===== src/include/tmr_pkg.sv =====
// constants, field positions and types shared by the dual timer block
// assumes a 32-bit Avalon-MM slave port; register index times four is the byte address
package tmr_pkg;
  // register indices; byte address is index times four
  localparam logic [7:0] IDX_RUN_FLAGS  = 8'h88;
  localparam logic [7:0] IDX_MODE_CTRL  = 8'h89;
  localparam logic [7:0] IDX_A_LOW      = 8'h8A;
  localparam logic [7:0] IDX_B_LOW      = 8'h8B;
  localparam logic [7:0] IDX_A_HIGH     = 8'h8C;
  localparam logic [7:0] IDX_B_HIGH     = 8'h8D;
  localparam logic [7:0] IDX_IRQ_STATUS = 8'h90;
  localparam logic [7:0] IDX_IRQ_MASK   = 8'h91;
  // run/flag register bit positions
  localparam int BIT_TF_B = 7;
  localparam int BIT_TR_B = 6;
  localparam int BIT_TF_A = 5;
  localparam int BIT_TR_A = 4;
  localparam int BIT_IE_B = 3;
  localparam int BIT_IT_B = 2;
  localparam int BIT_IE_A = 1;
  localparam int BIT_IT_A = 0;
  // mode control field positions (timer B upper nibble, timer A lower)
  localparam int BIT_GATE_B = 7;
  localparam int BIT_SRC_B  = 6;
  localparam int MODE_B_LSB = 4;
  localparam int BIT_GATE_A = 3;
  localparam int BIT_SRC_A  = 2;
  localparam int MODE_A_LSB = 0;
  // event index in status/mask/ack vectors
  localparam int EV_TMR_A = 0;
  localparam int EV_TMR_B = 1;
  localparam int EV_PIN_A = 2;
  localparam int EV_PIN_B = 3;
  // reset values and limits
  localparam logic [7:0] BYTE_RST  = 8'h00;
  localparam logic [7:0] BYTE_MAX  = 8'hFF;
  localparam logic [4:0] PRESC_MAX = 5'h1F;
  localparam logic [3:0] EV_RST    = 4'h0;
  // timer count modes
  typedef enum logic [1:0] {
    MODE_PRESC = 2'b00,
    MODE_WIDE  = 2'b01,
    MODE_RELOAD = 2'b10,
    MODE_SPLIT = 2'b11
  } tmr_mode_e;
  // bus answer state, gray along idle -> ack -> idle
  typedef enum logic {
    BUS_IDLE = 1'b0,
    BUS_ACK  = 1'b1
  } bus_state_e;
  // true when a byte address selects a register index
  function automatic logic reg_hit(input logic [11:0] addr, input logic [7:0] idx);
    reg_hit = (addr == {2'b00, idx, 2'b00});
  endfunction : reg_hit
endpackage : tmr_pkg


===== src/include/tmr_if.sv =====
// carrier between the timer controller and one timer count unit
// assumes both ends run on the same clock
`timescale 1ns/100ps
interface tmr_if;
  import tmr_pkg::*;
  tmr_mode_e  mode;      // count mode of this timer
  logic       low_tick;  // advance the low byte path
  logic       high_tick; // advance high byte in split mode
  logic       wr_low;    // software write to low byte
  logic       wr_high;   // software write to high byte
  logic [7:0] wdata;     // software write data
  logic [7:0] low_q;     // low byte value
  logic [7:0] high_q;    // high byte value
  logic       ovf_main;  // main counter overflow pulse
  logic       ovf_high;  // split high byte overflow pulse
  modport ctrl (output mode, low_tick, high_tick, wr_low, wr_high, wdata,
                input low_q, high_q, ovf_main, ovf_high);
  modport unit (input mode, low_tick, high_tick, wr_low, wr_high, wdata,
                output low_q, high_q, ovf_main, ovf_high);
endinterface : tmr_if


===== src/core/tmr_count_unit.sv =====
// one timer's low and high count bytes and their four count modes
// assumes ticks are single-cycle pulses already gated by run and pin gating
`timescale 1ns/100ps
module tmr_count_unit
  import tmr_pkg::*;
(
  // clock and reset
  input wire logic clock,
  input wire logic sys_rst,
  // controller side
  tmr_if.unit      tif
);
  logic [7:0] low_ff;  // low byte
  logic [7:0] high_ff; // high byte

  assign tif.low_q  = low_ff;
  assign tif.high_q = high_ff;

  // low byte; a software write beats a count in the same cycle
  always_ff @(posedge clock) begin
    if (sys_rst) begin
      low_ff <= BYTE_RST;
    end else if (tif.wr_low) begin
      low_ff <= tif.wdata;
    end else if (tif.low_tick) begin
      case (tif.mode)
        MODE_PRESC: low_ff[4:0] <= 5'(low_ff[4:0] + 5'h01);
        MODE_RELOAD: low_ff <= (low_ff == BYTE_MAX) ? high_ff : 8'(low_ff + 8'h01);
        default: low_ff <= 8'(low_ff + 8'h01);
      endcase
    end
  end

  // high byte; holds the reload value in reload mode
  always_ff @(posedge clock) begin
    if (sys_rst) begin
      high_ff <= BYTE_RST;
    end else if (tif.wr_high) begin
      high_ff <= tif.wdata;
    end else begin
      case (tif.mode)
        MODE_PRESC: begin
          if (tif.low_tick && low_ff[4:0] == PRESC_MAX) high_ff <= 8'(high_ff + 8'h01);
        end
        MODE_WIDE: begin
          if (tif.low_tick && low_ff == BYTE_MAX) high_ff <= 8'(high_ff + 8'h01);
        end
        MODE_SPLIT: begin
          if (tif.high_tick) high_ff <= 8'(high_ff + 8'h01);
        end
        default: high_ff <= high_ff; // reload value kept
      endcase
    end
  end

  // overflow pulses, one per wrap
  always_comb begin
    case (tif.mode)
      MODE_PRESC: tif.ovf_main = tif.low_tick && low_ff[4:0] == PRESC_MAX
                                 && high_ff == BYTE_MAX;
      MODE_WIDE:  tif.ovf_main = tif.low_tick && low_ff == BYTE_MAX && high_ff == BYTE_MAX;
      default:    tif.ovf_main = tif.low_tick && low_ff == BYTE_MAX;
    endcase
    tif.ovf_high = tif.high_tick && tif.mode == MODE_SPLIT && high_ff == BYTE_MAX;
  end
endmodule : tmr_count_unit


===== src/core/dual_timer_counter_ext_int.sv =====
// two 16-bit timer/counters with external interrupt pin sensing and flags
// assumes an Avalon-MM master on clock; pins are asynchronous to clock
`timescale 1ns/100ps
module dual_timer_counter_ext_int
  import tmr_pkg::*;
(
  // clock and reset
  input  wire logic        clock,
  input  wire logic        sys_rst,
  // avalon-mm slave
  input  wire logic [11:0] address,
  input  wire logic        read,
  input  wire logic        write,
  input  wire logic [31:0] writedata,
  input  wire logic [3:0]  byteenable,
  output logic      [31:0] readdata,
  output logic             waitrequest,
  // external pins
  input  wire logic        ext_irq_pin_a,
  input  wire logic        ext_irq_pin_b,
  input  wire logic        count_input_a,
  input  wire logic        count_input_b,
  // service routine entry acknowledges, one-cycle pulses
  input  wire logic [3:0]  vector_ack,
  // interrupt requests toward the processor
  output logic             timer_a_irq_req,
  output logic             timer_b_irq_req,
  output logic             pin_a_irq_req,
  output logic             pin_b_irq_req,
  output logic             irq
);
  // pin order inside the synchroniser vectors
  localparam int PIN_IRQ_A = 0;
  localparam int PIN_IRQ_B = 1;
  localparam int PIN_CNT_A = 2;
  localparam int PIN_CNT_B = 3;

  bus_state_e bus_state_ff;  // bus answer phase
  logic [31:0] readdata_ff;  // registered read data
  logic [31:0] nxt_readdata; // read mux result
  logic [3:0] pin_meta_ff;   // first sync stage, read only by stage two
  logic [3:0] pin_sync_ff;   // second sync stage
  logic [3:0] pin_prev_ff;   // delayed copy for edge detect
  logic [3:0] pin_fall;      // falling edge pulses
  logic       div_ff;        // half-rate tick for timer mode
  logic [7:0] mode_ctrl_ff;  // gating, source and mode fields
  logic       run_a_ff;      // timer A run bit
  logic       run_b_ff;      // timer B run bit
  logic       sense_a_ff;    // pin A sense select
  logic       sense_b_ff;    // pin B sense select
  logic       tf_a_ff;       // timer A overflow flag
  logic       tf_b_ff;       // timer B overflow flag
  logic       ie_a_ff;       // pin A edge flag
  logic       ie_b_ff;       // pin B edge flag
  logic [3:0] irq_status_ff; // sticky event bits
  logic [3:0] irq_mask_ff;   // event enables
  logic       wr_fire;       // write takes effect this edge
  logic       wr_byte0;      // write with low lane enabled
  logic       en_a;          // timer A allowed to count
  logic       en_b;          // timer B allowed to count
  logic       tf_a_set;      // timer A overflow event
  logic       tf_b_set;      // timer B overflow event
  logic       ie_a_set;      // pin A falling edge in edge mode
  logic       ie_b_set;      // pin B falling edge in edge mode
  logic [3:0] events;        // events feeding the status register
  logic [7:0] run_flags;     // run/flag register read view
  tmr_mode_e  mode_a;        // timer A mode
  tmr_mode_e  mode_b;        // timer B mode

  tmr_if tif_a ();
  tmr_if tif_b ();

  // timer A count unit
  tmr_count_unit u_tmr_a (
    .clock   (clock),
    .sys_rst (sys_rst),
    .tif     (tif_a)
  );

  // timer B count unit
  tmr_count_unit u_tmr_b (
    .clock   (clock),
    .sys_rst (sys_rst),
    .tif     (tif_b)
  );

  // ---- bus slave: one wait cycle, then the answer edge ----
  always_ff @(posedge clock) begin
    if (sys_rst) begin
      bus_state_ff <= BUS_IDLE;
    end else begin
      case (bus_state_ff)
        BUS_IDLE: if (read || write) bus_state_ff <= BUS_ACK;
        BUS_ACK:  bus_state_ff <= BUS_IDLE;
        default:  bus_state_ff <= BUS_IDLE;
      endcase
    end
  end

  // waitrequest drops in the ack phase; the master releases after it
  assign waitrequest = (read || write) && bus_state_ff != BUS_ACK;
  assign wr_fire     = write && bus_state_ff == BUS_ACK;
  assign wr_byte0    = wr_fire && byteenable[0];
  assign readdata    = readdata_ff;

  // run/flag register view
  assign run_flags = {tf_b_ff, run_b_ff, tf_a_ff, run_a_ff,
                      ie_b_ff, sense_b_ff, ie_a_ff, sense_a_ff};

  // read mux; unmapped addresses read zero
  always_comb begin
    nxt_readdata = 32'h0000_0000;
    if (reg_hit(address, IDX_RUN_FLAGS))  nxt_readdata[7:0] = run_flags;
    if (reg_hit(address, IDX_MODE_CTRL))  nxt_readdata[7:0] = mode_ctrl_ff;
    if (reg_hit(address, IDX_A_LOW))      nxt_readdata[7:0] = tif_a.low_q;
    if (reg_hit(address, IDX_B_LOW))      nxt_readdata[7:0] = tif_b.low_q;
    if (reg_hit(address, IDX_A_HIGH))     nxt_readdata[7:0] = tif_a.high_q;
    if (reg_hit(address, IDX_B_HIGH))     nxt_readdata[7:0] = tif_b.high_q;
    if (reg_hit(address, IDX_IRQ_STATUS)) nxt_readdata[3:0] = irq_status_ff;
    if (reg_hit(address, IDX_IRQ_MASK))   nxt_readdata[3:0] = irq_mask_ff;
  end

  // read data captured in the wait cycle so it stands at the answer edge
  always_ff @(posedge clock) begin
    if (sys_rst) begin
      readdata_ff <= 32'h0000_0000;
    end else if (read && bus_state_ff == BUS_IDLE) begin
      readdata_ff <= nxt_readdata;
    end
  end

  // ---- pin synchronisers and edge detect ----
  always_ff @(posedge clock) begin
    if (sys_rst) begin
      pin_meta_ff <= 4'hF;
      pin_sync_ff <= 4'hF;
      pin_prev_ff <= 4'hF;
    end else begin
      pin_meta_ff <= {count_input_b, count_input_a, ext_irq_pin_b, ext_irq_pin_a};
      pin_sync_ff <= pin_meta_ff;
      pin_prev_ff <= pin_sync_ff;
    end
  end

  // one pulse per settled high-to-low transition
  assign pin_fall = pin_prev_ff & ~pin_sync_ff;

  // free-running half-rate divider for timer mode
  always_ff @(posedge clock) begin
    if (sys_rst) begin
      div_ff <= 1'b0;
    end else begin
      div_ff <= ~div_ff;
    end
  end

  // ---- mode control register ----
  always_ff @(posedge clock) begin
    if (sys_rst) begin
      mode_ctrl_ff <= BYTE_RST;
    end else if (wr_byte0 && reg_hit(address, IDX_MODE_CTRL)) begin
      mode_ctrl_ff <= writedata[7:0];
    end
  end

  assign mode_a = tmr_mode_e'(mode_ctrl_ff[MODE_A_LSB +: 2]);
  assign mode_b = tmr_mode_e'(mode_ctrl_ff[MODE_B_LSB +: 2]);

  // count enables: run bit, optionally gated by the interrupt pin level
  assign en_a = run_a_ff && (!mode_ctrl_ff[BIT_GATE_A] || pin_sync_ff[PIN_IRQ_A]);
  assign en_b = run_b_ff && (!mode_ctrl_ff[BIT_GATE_B] || pin_sync_ff[PIN_IRQ_B]);

  // timer A drive; split high byte borrows timer B's run bit
  assign tif_a.mode      = mode_a;
  assign tif_a.low_tick  = en_a && (mode_ctrl_ff[BIT_SRC_A] ? pin_fall[PIN_CNT_A]
                                                             : div_ff);
  assign tif_a.high_tick = mode_a == MODE_SPLIT && run_b_ff && div_ff;
  assign tif_a.wr_low    = wr_byte0 && reg_hit(address, IDX_A_LOW);
  assign tif_a.wr_high   = wr_byte0 && reg_hit(address, IDX_A_HIGH);
  assign tif_a.wdata     = writedata[7:0];

  // timer B drive; mode 11 freezes both bytes
  assign tif_b.mode      = mode_b;
  assign tif_b.low_tick  = mode_b != MODE_SPLIT && en_b
                           && (mode_ctrl_ff[BIT_SRC_B] ? pin_fall[PIN_CNT_B] : div_ff);
  assign tif_b.high_tick = 1'b0;
  assign tif_b.wr_low    = wr_byte0 && reg_hit(address, IDX_B_LOW);
  assign tif_b.wr_high   = wr_byte0 && reg_hit(address, IDX_B_HIGH);
  assign tif_b.wdata     = writedata[7:0];

  // ---- run and sense bits ----
  always_ff @(posedge clock) begin
    if (sys_rst) begin
      run_a_ff   <= 1'b0;
      run_b_ff   <= 1'b0;
      sense_a_ff <= 1'b0;
      sense_b_ff <= 1'b0;
    end else if (wr_byte0 && reg_hit(address, IDX_RUN_FLAGS)) begin
      run_a_ff   <= writedata[BIT_TR_A];
      run_b_ff   <= writedata[BIT_TR_B];
      sense_a_ff <= writedata[BIT_IT_A];
      sense_b_ff <= writedata[BIT_IT_B];
    end
  end

  // hardware set events
  assign tf_a_set = tif_a.ovf_main;
  assign tf_b_set = tif_b.ovf_main || tif_a.ovf_high;
  assign ie_a_set = sense_a_ff && pin_fall[PIN_IRQ_A];
  assign ie_b_set = sense_b_ff && pin_fall[PIN_IRQ_B];

  // flags: set beats vector clear, which beats a software write
  always_ff @(posedge clock) begin
    if (sys_rst) begin
      tf_a_ff <= 1'b0;
    end else if (tf_a_set) begin
      tf_a_ff <= 1'b1;
    end else if (vector_ack[EV_TMR_A]) begin
      tf_a_ff <= 1'b0;
    end else if (wr_byte0 && reg_hit(address, IDX_RUN_FLAGS)) begin
      tf_a_ff <= writedata[BIT_TF_A];
    end
  end

  // timer B overflow flag
  always_ff @(posedge clock) begin
    if (sys_rst) begin
      tf_b_ff <= 1'b0;
    end else if (tf_b_set) begin
      tf_b_ff <= 1'b1;
    end else if (vector_ack[EV_TMR_B]) begin
      tf_b_ff <= 1'b0;
    end else if (wr_byte0 && reg_hit(address, IDX_RUN_FLAGS)) begin
      tf_b_ff <= writedata[BIT_TF_B];
    end
  end

  // pin A edge flag
  always_ff @(posedge clock) begin
    if (sys_rst) begin
      ie_a_ff <= 1'b0;
    end else if (ie_a_set) begin
      ie_a_ff <= 1'b1;
    end else if (vector_ack[EV_PIN_A]) begin
      ie_a_ff <= 1'b0;
    end else if (wr_byte0 && reg_hit(address, IDX_RUN_FLAGS)) begin
      ie_a_ff <= writedata[BIT_IE_A];
    end
  end

  // pin B edge flag
  always_ff @(posedge clock) begin
    if (sys_rst) begin
      ie_b_ff <= 1'b0;
    end else if (ie_b_set) begin
      ie_b_ff <= 1'b1;
    end else if (vector_ack[EV_PIN_B]) begin
      ie_b_ff <= 1'b0;
    end else if (wr_byte0 && reg_hit(address, IDX_RUN_FLAGS)) begin
      ie_b_ff <= writedata[BIT_IE_B];
    end
  end

  // request lines: level mode requests while the pin is low, edge mode follows the flag
  assign timer_a_irq_req = tf_a_ff;
  assign timer_b_irq_req = tf_b_ff;
  assign pin_a_irq_req   = sense_a_ff ? ie_a_ff : !pin_sync_ff[PIN_IRQ_A];
  assign pin_b_irq_req   = sense_b_ff ? ie_b_ff : !pin_sync_ff[PIN_IRQ_B];

  // ---- sticky status, write one to clear, set wins ----
  assign events = {ie_b_set, ie_a_set, tf_b_set, tf_a_set};

  always_ff @(posedge clock) begin
    if (sys_rst) begin
      irq_status_ff <= EV_RST;
    end else if (wr_byte0 && reg_hit(address, IDX_IRQ_STATUS)) begin
      irq_status_ff <= (irq_status_ff & ~writedata[3:0]) | events;
    end else begin
      irq_status_ff <= irq_status_ff | events;
    end
  end

  // interrupt mask
  always_ff @(posedge clock) begin
    if (sys_rst) begin
      irq_mask_ff <= EV_RST;
    end else if (wr_byte0 && reg_hit(address, IDX_IRQ_MASK)) begin
      irq_mask_ff <= writedata[3:0];
    end
  end

  // level output while any enabled status bit stands
  assign irq = |(irq_status_ff & irq_mask_ff);
endmodule : dual_timer_counter_ext_int


===== config.mk =====
export PLATFORM = sky130hd
export DESIGN_NAME = dual_timer_counter_ext_int
export DESIGN_NICKNAME = d
export VERILOG_FILES = /design/src/include/tmr_pkg.sv /design/src/include/tmr_if.sv /design/src/core/tmr_count_unit.sv /design/src/core/dual_timer_counter_ext_int.sv
export SDC_FILE = /design/constraint.sdc
export NUM_CORES = 1
export LEC_CHECK = 0
export BUFFER_PORTS_ARGS = -buffer_cell sky130_fd_sc_hd__buf_4
export CAP_MARGIN = 30
export CORE_UTILIZATION = 50
export CTS_CLUSTER_SIZE = 20
export DETAILED_ROUTE_END_ITERATION = 7
export PLACE_DENSITY = 0.87
export SLEW_MARGIN = 20
export SYNTH_ARGS = -nofsm -noshare
export SYNTH_HDL_FRONTEND = slang
export SYNTH_SLANG_ARGS = --single-unit

===== constraint.sdc =====
create_clock -name clock -period 2.15 [get_ports clock]
set_input_delay 0.5375 -clock clock [delete_from_list [all_inputs] [get_ports clock]]
set_output_delay 0.5375 -clock clock [all_outputs]
set_load 0.01 [all_outputs]

=== Word level (Yosys, flattened, before mapping) ===
Cells that the tools add are included.

* Register bits after elaboration: 78
* Input port bits: 60
* Output and inout bits: 38
* Word-level logic and storage cells: 167

* Add/subtract/negate cells: 6
* Equality and inequality tests: 27
* Muxes and demuxes: 48
* Bitwise gates (word level): 9
* Reduce and logical (&&, ||, !) cells: 54

{| class="wikitable"
|+ Operators by type and width
! kind !! number
|-
| 8-bit 2-to-1 mux || 19
|-
| 12-bit by 10-bit == test with 1-bit output, second input constant || 8
|-
| 8-bit by 1-bit adder with 8-bit output, second input constant || 4
|-
| 8-bit == test, second input constant || 4
|-
| 1-bit logical AND || 31
|-
| 8-bit one-hot mux with 3 select lines || 1
|-
| 5-bit one-hot mux with 2 select lines || 2
|-
| 1-bit 2-to-1 mux || 17
|-
| 8-bit one-hot mux with 2 select lines || 1
|-
| 3-bit by 2-bit inequality test with 1-bit output, second input constant || 5
|-
| 3-bit nonzero test || 5
|-
| 4-bit AND || 3
|-
| 4-bit 2-to-1 mux || 3
|-
| 3-bit one-hot mux with 2 select lines || 2
|-
| 5-bit by 1-bit adder with 5-bit output, second input constant || 2
|-
| 5-bit == test, second input constant || 2
|-
| 4-bit NOT || 2
|-
| 4-bit OR || 2
|-
| 2-bit == test, second input constant || 3
|-
| 2-bit inequality test, second input constant || 3
|-
| 1-bit one-hot mux with 2 select lines || 3
|-
| 2-bit by 1-bit == test with 1-bit output, second input constant || 2
|-
| 1-bit logical NOT || 4
|-
| 2-bit logical NOT || 2
|-
| other kinds (8) || 14
|}

=== Logic depth before layout (Yosys ltp) ===
Gate-level depths: netlist of run 1.

* Depth in word-level cells: 11
* Mapped depth: 11
* Gate-level depth less buffers: 9

=== By module ===
A second synthesis of run 1 with hierarchy kept.

* Cells, all modules: 613
* Area total of the unflattened synthesis: 5,034.8 µm²

{| class="wikitable"
|+ By module, submodules not included
! module !! instances !! cells each !! area an instance (µm²) !! sequential area each (µm²)
|-
| dual_timer_counter_ext_int || 1 || 327 || 2,660.1 || 920.9
|-
| tmr_count_unit || 2 || 143 || 1,187.4 || 320.3
|}

=== Worst setup path before layout of run 1 ===
Ideal clock, no wire load.

* Path kind: reg-to-reg
* Start: reg u_tmr_b.low_ff[0] (netlist: u_tmr_b.tif.low_q[0])
* End: reg u_tmr_b.high_ff[5] (netlist: u_tmr_b.tif.high_q[5])
* Arrival time: 2.217 ns
* Slack: -0.204 ns
* Stages on the path, launching flop included: 12
* Buffers on the path: 2
* Cells stage by stage: dfxtp_1 -> ha_1 -> and3_1 -> clkbuf_1 -> ha_1 -> nor2b_1 -> a31oi_1 -> or3_1 -> clkbuf_1 -> nor3_1 -> xnor2_1 -> a211oi_2

* Word-level cells in the longest chain between the ends: 4

{| class="wikitable"
|+ RTL lines
! what !! RTL line !! RTL
|-
| from (decl) || tmr_count_unit.sv:13 || <nowiki>logic [7:0] low_ff;</nowiki>
|-
| from (signal assigned) || tmr_count_unit.sv:24 || <nowiki>low_ff <= tif.wdata;</nowiki>
|-
| from (signal assigned) || tmr_count_unit.sv:27 || <nowiki>MODE_PRESC: low_ff[4:0] <= 5'(low_ff[4:0] + 5'h01);</nowiki>
|-
| from (signal assigned) || tmr_count_unit.sv:28 || <nowiki>MODE_RELOAD: low_ff <= (low_ff == BYTE_MAX) ? high_ff : 8'(low_ff + 8'h01);</nowiki>
|-
| 8-bit == test or 5-bit == test (tied branches) || tmr_count_unit.sv:46, tmr_count_unit.sv:43 ||
|-
| 1-bit logical AND (on tied branches) || tmr_count_unit.sv:46, tmr_count_unit.sv:43 ||
|-
| 3-bit by 2-bit inequality test with 1-bit output (no line) || -- ||
|-
| 3-bit AND reduction (no line) (*) || -- ||
|-
| to (signal assigned) || tmr_count_unit.sv:46 || <nowiki>if (tif.low_tick && low_ff == BYTE_MAX) high_ff <= 8'(high_ff + 8'h01);</nowiki>
|-
| to (signal assigned) || tmr_count_unit.sv:49 || <nowiki>if (tif.high_tick) high_ff <= 8'(high_ff + 8'h01);</nowiki>
|-
| to (signal assigned) || tmr_count_unit.sv:51 || <nowiki>default: high_ff <= high_ff;</nowiki>
|-
| to (decl) || tmr_count_unit.sv:14 || <nowiki>logic [7:0] high_ff;</nowiki>
|}

Every way passes the cells marked *; elsewhere a longest branch is shown, timed or not.
A chain may end at the register's enable or synchronous reset.

=== Worst setup path after layout of run 1 ===
* Start: in address[8]
* End: reg readdata_ff[0] (netlist: readdata[0])

* Word-level cells in the longest chain between the ends: 9

{| class="wikitable"
|+ RTL lines
! what !! RTL line !! RTL
|-
| from (decl) || dual_timer_counter_ext_int.sv:11 || <nowiki>input wire logic [11:0] address,</nowiki>
|-
| 12-bit by 10-bit == test with 1-bit output || tmr_pkg.sv:53 || <nowiki>reg_hit = (addr == {2'b00, idx, 2'b00});</nowiki>
|-
| 8-bit 2-to-1 mux || dual_timer_counter_ext_int.sv:113 || <nowiki>if (reg_hit(address, IDX_RUN_FLAGS)) nxt_readdata[7:0] = run_flags;</nowiki>
|-
| 8-bit 2-to-1 mux || dual_timer_counter_ext_int.sv:114 || <nowiki>if (reg_hit(address, IDX_MODE_CTRL)) nxt_readdata[7:0] = mode_ctrl_ff;</nowiki>
|-
| 8-bit 2-to-1 mux || dual_timer_counter_ext_int.sv:115 || <nowiki>if (reg_hit(address, IDX_A_LOW)) nxt_readdata[7:0] = tif_a.low_q;</nowiki>
|-
| 8-bit 2-to-1 mux || dual_timer_counter_ext_int.sv:116 || <nowiki>if (reg_hit(address, IDX_B_LOW)) nxt_readdata[7:0] = tif_b.low_q;</nowiki>
|-
| 8-bit 2-to-1 mux || dual_timer_counter_ext_int.sv:117 || <nowiki>if (reg_hit(address, IDX_A_HIGH)) nxt_readdata[7:0] = tif_a.high_q;</nowiki>
|-
| 8-bit 2-to-1 mux || dual_timer_counter_ext_int.sv:118 || <nowiki>if (reg_hit(address, IDX_B_HIGH)) nxt_readdata[7:0] = tif_b.high_q;</nowiki>
|-
| 4-bit 2-to-1 mux || dual_timer_counter_ext_int.sv:119 || <nowiki>if (reg_hit(address, IDX_IRQ_STATUS)) nxt_readdata[3:0] = irq_status_ff;</nowiki>
|-
| 4-bit 2-to-1 mux (*) || dual_timer_counter_ext_int.sv:120 || <nowiki>if (reg_hit(address, IDX_IRQ_MASK)) nxt_readdata[3:0] = irq_mask_ff;</nowiki>
|-
| to (signal assigned) || dual_timer_counter_ext_int.sv:128 || <nowiki>readdata_ff <= nxt_readdata;</nowiki>
|-
| to (decl) || dual_timer_counter_ext_int.sv:39 || <nowiki>logic [31:0] readdata_ff;</nowiki>
|}

Marks and branches as above.

==> summary.txt, run 1 <==
Floorplanning
  • Row count: 34
  • I/O pin cnt: 98
  • Die H: roughly 100 um
  • Die width: a little under 100 um
  • Die area: about 9500 um^2
  • Core area: 8810 um^2
  • Starting Density: 0.519

Timing
  • Slew margin rel.: 0.609
  • Slew @ Worst Pin: around 590 ps
  • Fin crit period: between 2000 and 2500 ps
  • Setup violators final: 0
  • Final hold violation count: 0
  • Clock skew: between 7 and 8 ps
  • Slew Limit Fails: 0
  • Fin crit share: 0.972
  • Max Clock Freq: 0.479 GHz

Clocking
  • CTS hold repair buffers: 0
  • Clock sinks: 78
  • Clk slew on worst S/H paths: 80 ps
  • H-tree Lvls: 3
  • Worst-case clock buffer depth: 2
  • Skew-Pair Late Insertion Delay: about 360 ps
  • CTS Buf Count: 9
  • TritonCTS clock tree: built
  • Clock root buffer: clkbuf_8

Critical path
  • Critical Path Slowest Stage Cell: or4b_4
  • Type of origin of the critical path: primary input
  • Worst Path Arrival: about 2400 ps
  • Worst path max stage delay: 530 ps
  • Buf+Inv Stages, Crit Path: 2
  • Critical Path End Type: flip-flop
  • Largest delay contributor family on the critical path: simple AND/OR/NAND/NOR gates
  • Req. time, crit path: 2430 ps
  • Crit Path Max Fanout: 5
  • Crit path kind: in2reg
  • Most used cell, CP: buf_4
  • Crit path cell chain: buf_4 > or4b_4 > and2b_2 > nand3b_4 > buf_4 > o221ai_1 > a21oi_1 > nor3_1

Placed design
  • Placed Instances: around 730
  • I/O Buffers: between 40 and 50
  • GPL Wtd Cong: around 0.94
  • Placed cell areas: between 5000 and 6000 um^2
  • Post-detail-place hpwl: roughly 10000 um

Cells and area
  • ANT cells: 0
  • Post-route design area: about 5600 um^2
  • Layout cell share with drive strength beyond 1: 0.275
  • Filler-free cell count of the finished design: 751
  • Post-layout nets: 704
  • Most frequent cells in the layout: buf_4 (95), dfxtp_1 (74), nor2_1 (64), nand2_1 (58), a21oi_1 (42)
  • Layout area overhead: 21.6%
  • Fill count: roughly 720
  • Most common cell after layout, fill and taps aside: buf_4

Detailed routing
  • Post-route ant nets: 0
  • DR iter-0 viols: 512
  • DRC viols: 14
  • Drt wl/cell: ~18 um
  • Vias per cell: 6.11
  • Via count: approximately 4600
  • Drt first pass iters: 8
  • Final wirelength: about 14000 um

Yosys
  • Syn_area_per_cell: between 8 and 9 um^2
  • Ys flop type: dfxtp_1
  • Top cell type's share of synthesized area: 0.341
  • Distinct cells, synth: 57
  • Biggest area consumer among synthesized cells: dfxtp_1
  • Cells after synthesis: around 560
  • Sequential share of the synthesized area: 0.341
  • Synthesis Warnings: 0
  • Cell Area, Synth: about 4600 um^2
  • Synth top area cells: dfxtp_1 (34%), nor2_1 (5.7%), mux2i_1 (5.5%), nand2_1 (4.8%), a21oi_1 (4.8%)
  • Number of synthesized register bits: approximately 80
  • EDFF count, synth: 0
  • Share of flip-flops with an asynchronous set or reset: 0

Pwr
  • Max VDD drop: slightly above 0.4 mV
  • Pwr/cell area: approximately 510 nW/um^2
  • Leakage power: around 2.2 nW

Min path
  • Hold Crit Class: in2reg

GRT
  • Pin count of the biggest net entering global routing: 42
  • Initial antenna violation count: 0
  • Vias in the first global route: ~4400
  • Remaining global-route overflow: 0
  • First-pass GRT wire length: about 22000 um
  • Total GRT Usage: 0.290

Status
  • Status: complete, but fails checks
  • Failing checks: DRC

Flow run
  • Max Cap Viol: 0
cells by family (layout without fill, tap and decap cells):
group | count (synthesis) | after routing | share of synthesized area
buf+inv | 66 | 122 | 0.0796
flops | 78 | 78 | 0.341
simple gates | 236 | 236 | 0.261
other cells | 1 | 24 | 0.000820
xor+xnor | 16 | 16 | 0.0306
compound gates | 130 | 130 | 0.191
fa+ha+maj | 6 | 6 | 0.0164
mux | 31 | 31 | 0.0793
layer usage:
layer	vias to the layer above	track usage	routed length [um]
li1	2108	-	-
met3	65	0.0633	1450
met1	2132	0.357	5350
met4	0	0.159	627
met5	-	0	0
met2	285	0.471	6320
sequential cells by signal, summed over array words and instances (netlist names), 4 cells and up:
name	count
mode_ctrl_ff	8
readdata	8
u_tmr_a.tif.high_q	8
u_tmr_a.tif.low_q	8
u_tmr_b.tif.high_q	8
u_tmr_b.tif.low_q	8
irq_mask_ff	4
irq_status_ff	4
pin_meta_ff	4
pin_prev_ff	4
pin_sync_ff	4
repair_timing:
item	4_1_cts	5_1_grt
gates resized for setup	0	30
cloned	0	0
buffers inserted	0	3
pin swaps	0	8
endpoints found under the setup margin	1	45
final timing paths:
kind	slack, ps	cells past startpoint	to	startpoint
setup reg to reg	70	9	u_tmr_b.tif.high_q[3]	u_tmr_b.tif.low_q[0]
hold reg to reg	420	1	pin_sync_ff[3]	pin_meta_ff[3]
setup / recovery	60	8	readdata[0]	address[8]
hold / removal	360	2	timer_a_irq_req	vector_ack[0]
synthesized netlist by cell type, types with 8 or more instances:
cell type  count
a211oi_1      15
a211oi_2       8
a21oi_1       44
a31oi_1        8
and3_1        14
buf_4         25
clkbuf_1      23
dfxtp_1       78
inv_1          9
mux2i_1       25
nand2_1       59
nand3_1       12
nand4_1       16
nor2_1        69
nor2b_1       17
nor3_1        14
o21ai_0       20
or2_2         12
xor2_1        10
cell type report:
cell class / count / area [um^2] / area share
multi-input combinational: 443 / 2890 / 0.520
inverter: 9 / 33.8 / 0.00607
sequential: 78 / 1570 / 0.282
tap: 108 / 135 / 0.0243
timing repair buffer: 97 / 744 / 0.134
clock buffer: 10 / 128 / 0.0229
clock inverter: 6 / 62.6 / 0.0112
per-stage QoR:
stage / TNS (ps) / worst slack [ps] / util / total power, mW / hold WS [ps]
finish: 0 / 61.0 / 0.632 / 2.81 / 357
global route: -22.6 / -13.2 / 0.632 / 2.90 / 348
CTS: -7.94 / -7.94 / 0.616 / 2.82 / 350
detailed placement: -13300 / -321 / 0.594 / 1.75 / 401
global placement: -10340 / -253 / 0.594 / 1.74 / 393
floorplan: -1790 / -138 / - / 1.66 / 389
power breakdown:
part           switching, mW  internal (mW)
Clock                  0.555          0.532
Combinational          0.156         0.0975
Sequential            0.0101           1.46
Total                  0.722           2.09
(Power assumes the default switching activity.)
==> run 2, diff against run 1 <==
--- a/config.mk
+++ b/config.mk
@@ -7,10 +7,11 @@
 export LEC_CHECK = 0
 export BUFFER_PORTS_ARGS = -buffer_cell sky130_fd_sc_hd__buf_4
 export CAP_MARGIN = 30
-export CORE_UTILIZATION = 50
+export CORE_UTILIZATION = 51
+export CTS_BUF_LIST = sky130_fd_sc_hd__clkbuf_8
 export CTS_CLUSTER_SIZE = 20
 export DETAILED_ROUTE_END_ITERATION = 7
-export PLACE_DENSITY = 0.87
+export PLACE_DENSITY = 0.88
 export SLEW_MARGIN = 20
 export SYNTH_ARGS = -nofsm -noshare
 export SYNTH_HDL_FRONTEND = slang
==> summary.txt, run 2 (synthesis results as in run 1) <==
Status
  • Status: completed

Detailed routing
  • Post-route ant nets: 0 (unchanged)
  • DRC viols: 0 (-14)
  • Final wirelength: 13200 um (-4.1%)
  • DR iter-0 viols: 537 (+4.9%)
  • Via count: 4525 (-1.4%)
  • Vias per cell: 6.03 (-1.3%)
  • Drt first pass iters: 5 (-3)
  • Drt wl/cell: 17.6 um (-3.9%)

Cells and area
  • Post-layout nets: 703 (-0.14%)
  • Fill count: 711 (-1.1%)
  • Most common cell after layout, fill and taps aside: buf_4
  • Layout cell share with drive strength beyond 1: 0.273 (-0.00269)
  • ANT cells: 0 (unchanged)
  • Most frequent cells in the layout: buf_4 (95), dfxtp_1 (74), nor2_1 (65), nand2_1 (59), a21oi_1 (43)
  • Layout area overhead: 22.8%

Clocking
  • TritonCTS clock tree: built
  • H-tree Lvls: 3 (unchanged)
  • CTS Buf Count: 9 (unchanged)
  • Clk slew on worst S/H paths: 80 ps (about the same)
  • Worst-case clock buffer depth: 2 (unchanged)
  • CTS hold repair buffers: 0 (unchanged)
  • Skew-Pair Late Insertion Delay: 370 ps (about the same)
  • Clock root buffer: clkbuf_8
  • Clock sinks: 78 (unchanged)

Timing
  • Setup ws final: 0.814 ps (-60.2 ps)
  • Slew @ Worst Pin: 696 ps (+110 ps)
  • Max Clock Freq: 0.465 GHz (-2.8%)
  • Final hold violation count: 0 (unchanged)
  • Hold WS: 348 ps (-8.79 ps)
  • Fin crit share: 1.00 (+0.0280)
  • Slew Limit Fails: 0 (unchanged)
  • Setup tns final: 0 ps (unchanged)
  • Setup violators final: 0 (unchanged)
  • RSZ-0062 raised after global routing: true
  • Fin crit period: 2150 ps (+60.2 ps)
  • Slew margin rel.: 0.536 (-0.0727)
  • Clock skew: 8.31 ps (+1.16 ps)

Critical path
  • Crit. Startpoint: address[10]
  • Worst path max stage delay: 550 ps (+20 ps)
  • Worst Path Arrival: 2380 ps (about the same)
  • Worst reg2reg startpoint: u_tmr_b.tif.low_q[0]
  • Critical Path End Type: flip-flop
  • Largest delay contributor family on the critical path: simple AND/OR/NAND/NOR gates
  • Req. time, crit path: 2380 ps (-50 ps)
  • Type of origin of the critical path: primary input
  • Buf+Inv Stages, Crit Path: 1 (-1)
  • Crit path kind: in2reg
  • Crit path cell chain: buf_4 > or4b_1 > and2b_2 > nand3b_4 > or3_1 > nor2_1 > a211oi_1
  • Critical Path Slowest Stage Cell: or4b_1
  • Crit Path Max Fanout: 8 (+3)

Placed design
  • I/O Buffers: 46 (unchanged)
  • Post-detail-place hpwl: 9650 um (-3.1%)
  • GPL Wtd Cong: 0.919 (-2.4%)
  • Pre-CTS setup slack: -311 ps (+9.99 ps)

Pwr
  • Pwr/cell area: 528 nW/um^2 (+4.4%)
  • Max VDD drop: 0.428 mV (+5.4%)
  • Leakage power: 2.25 nW (+1.7%)

Floorplanning
  • Die area: 9350 um^2 (-1.9%)
  • Starting Density: 0.525 (+0.00507)
  • Die H: 96.7 um (-0.97%)
  • Core area: 8720 um^2 (-0.97%)
  • Die width: 96.7 um (-0.97%)
  • Row count: 34 (unchanged)
  • I/O pin cnt: 98 (unchanged)

GRT
  • Pin count of the biggest net entering global routing: 26 (-38%)
  • Remaining global-route overflow: 0 (unchanged)
  • Total GRT Usage: 0.277 (-0.0125)
  • Initial antenna violation count: 0 (unchanged)
  • Vias in the first global route: 4238 (-4.2%)
  • First-pass GRT wire length: 20800 um (-3.5%)

Flow run
  • Max Cap Viol: 0 (unchanged)

Min path
  • Hold Crit Class: in2reg
  • Hold Crit Start: ext_irq_pin_b
## run 2: changes by cell type in the layout (fill, tap and decap cells not counted), sizes merged
cell,previous run,this run
bufinv,1,2
buf,97,96
clkinv,2,1
inv,9,11
clkinvlp,3,1
## run 2: path summary, 6_finish.rpt
check,end,slack [ps],depth (start not counted)
max,u_tmr_a.tif.low_q[0],0.8,7
min,pin_meta_ff[1],350,2
min reg2reg,pin_sync_ff[3],410,1
max reg2reg,u_tmr_b.tif.high_q[0],60,9
## run 2: area by class of cell
type | count | area, um^2 | area share
well taps | 108 | 135 | 0.0241
flip-flops and latches | 78 | 1570 | 0.279
multi-input cells | 443 | 2920 | 0.520
clock buffers | 10 | 138 | 0.0245
repair buffers | 96 | 733 | 0.131
inverters | 9 | 33.8 | 0.00601
clock inverters | 6 | 85.1 | 0.0151
## run 2: stage by stage
step | cells | instance area (um^2) | utilization | power (mW)
2_1_floorplan | 587 | 4720 | - | 1.66
3_3_place_gp | 730 | 5210 | 0.597 | 1.74
3_5_place_dp | 730 | 5210 | 0.597 | 1.74
4_1_cts | 746 | 5460 | 0.626 | 2.96
5_1_grt | 750 | 5620 | 0.644 | 3.05
6_report | 750 | 5620 | 0.644 | 2.96
## run 2: layer usage
metal	routed length, um	GRT usage
met1	5230	0.343
met2	6260	0.448
met3	1070	0.0658
met4	620	0.145
met5	0	0
## run 2: power breakdown
group	switching [mW]	leakage (nW)	internal [mW]
clock	0.567	0.114	0.683
sequential	0.00904	0.634	1.46
combinational	0.149	1.50	0.0966
## run 2: what timing repair did
action / 4_1_cts / 5_1_grt
setup buffers: 0 / 4
endpoints found under the setup margin: 4 / 20
gates resized for setup: 5 / 26
pin swaps: 0 / 15
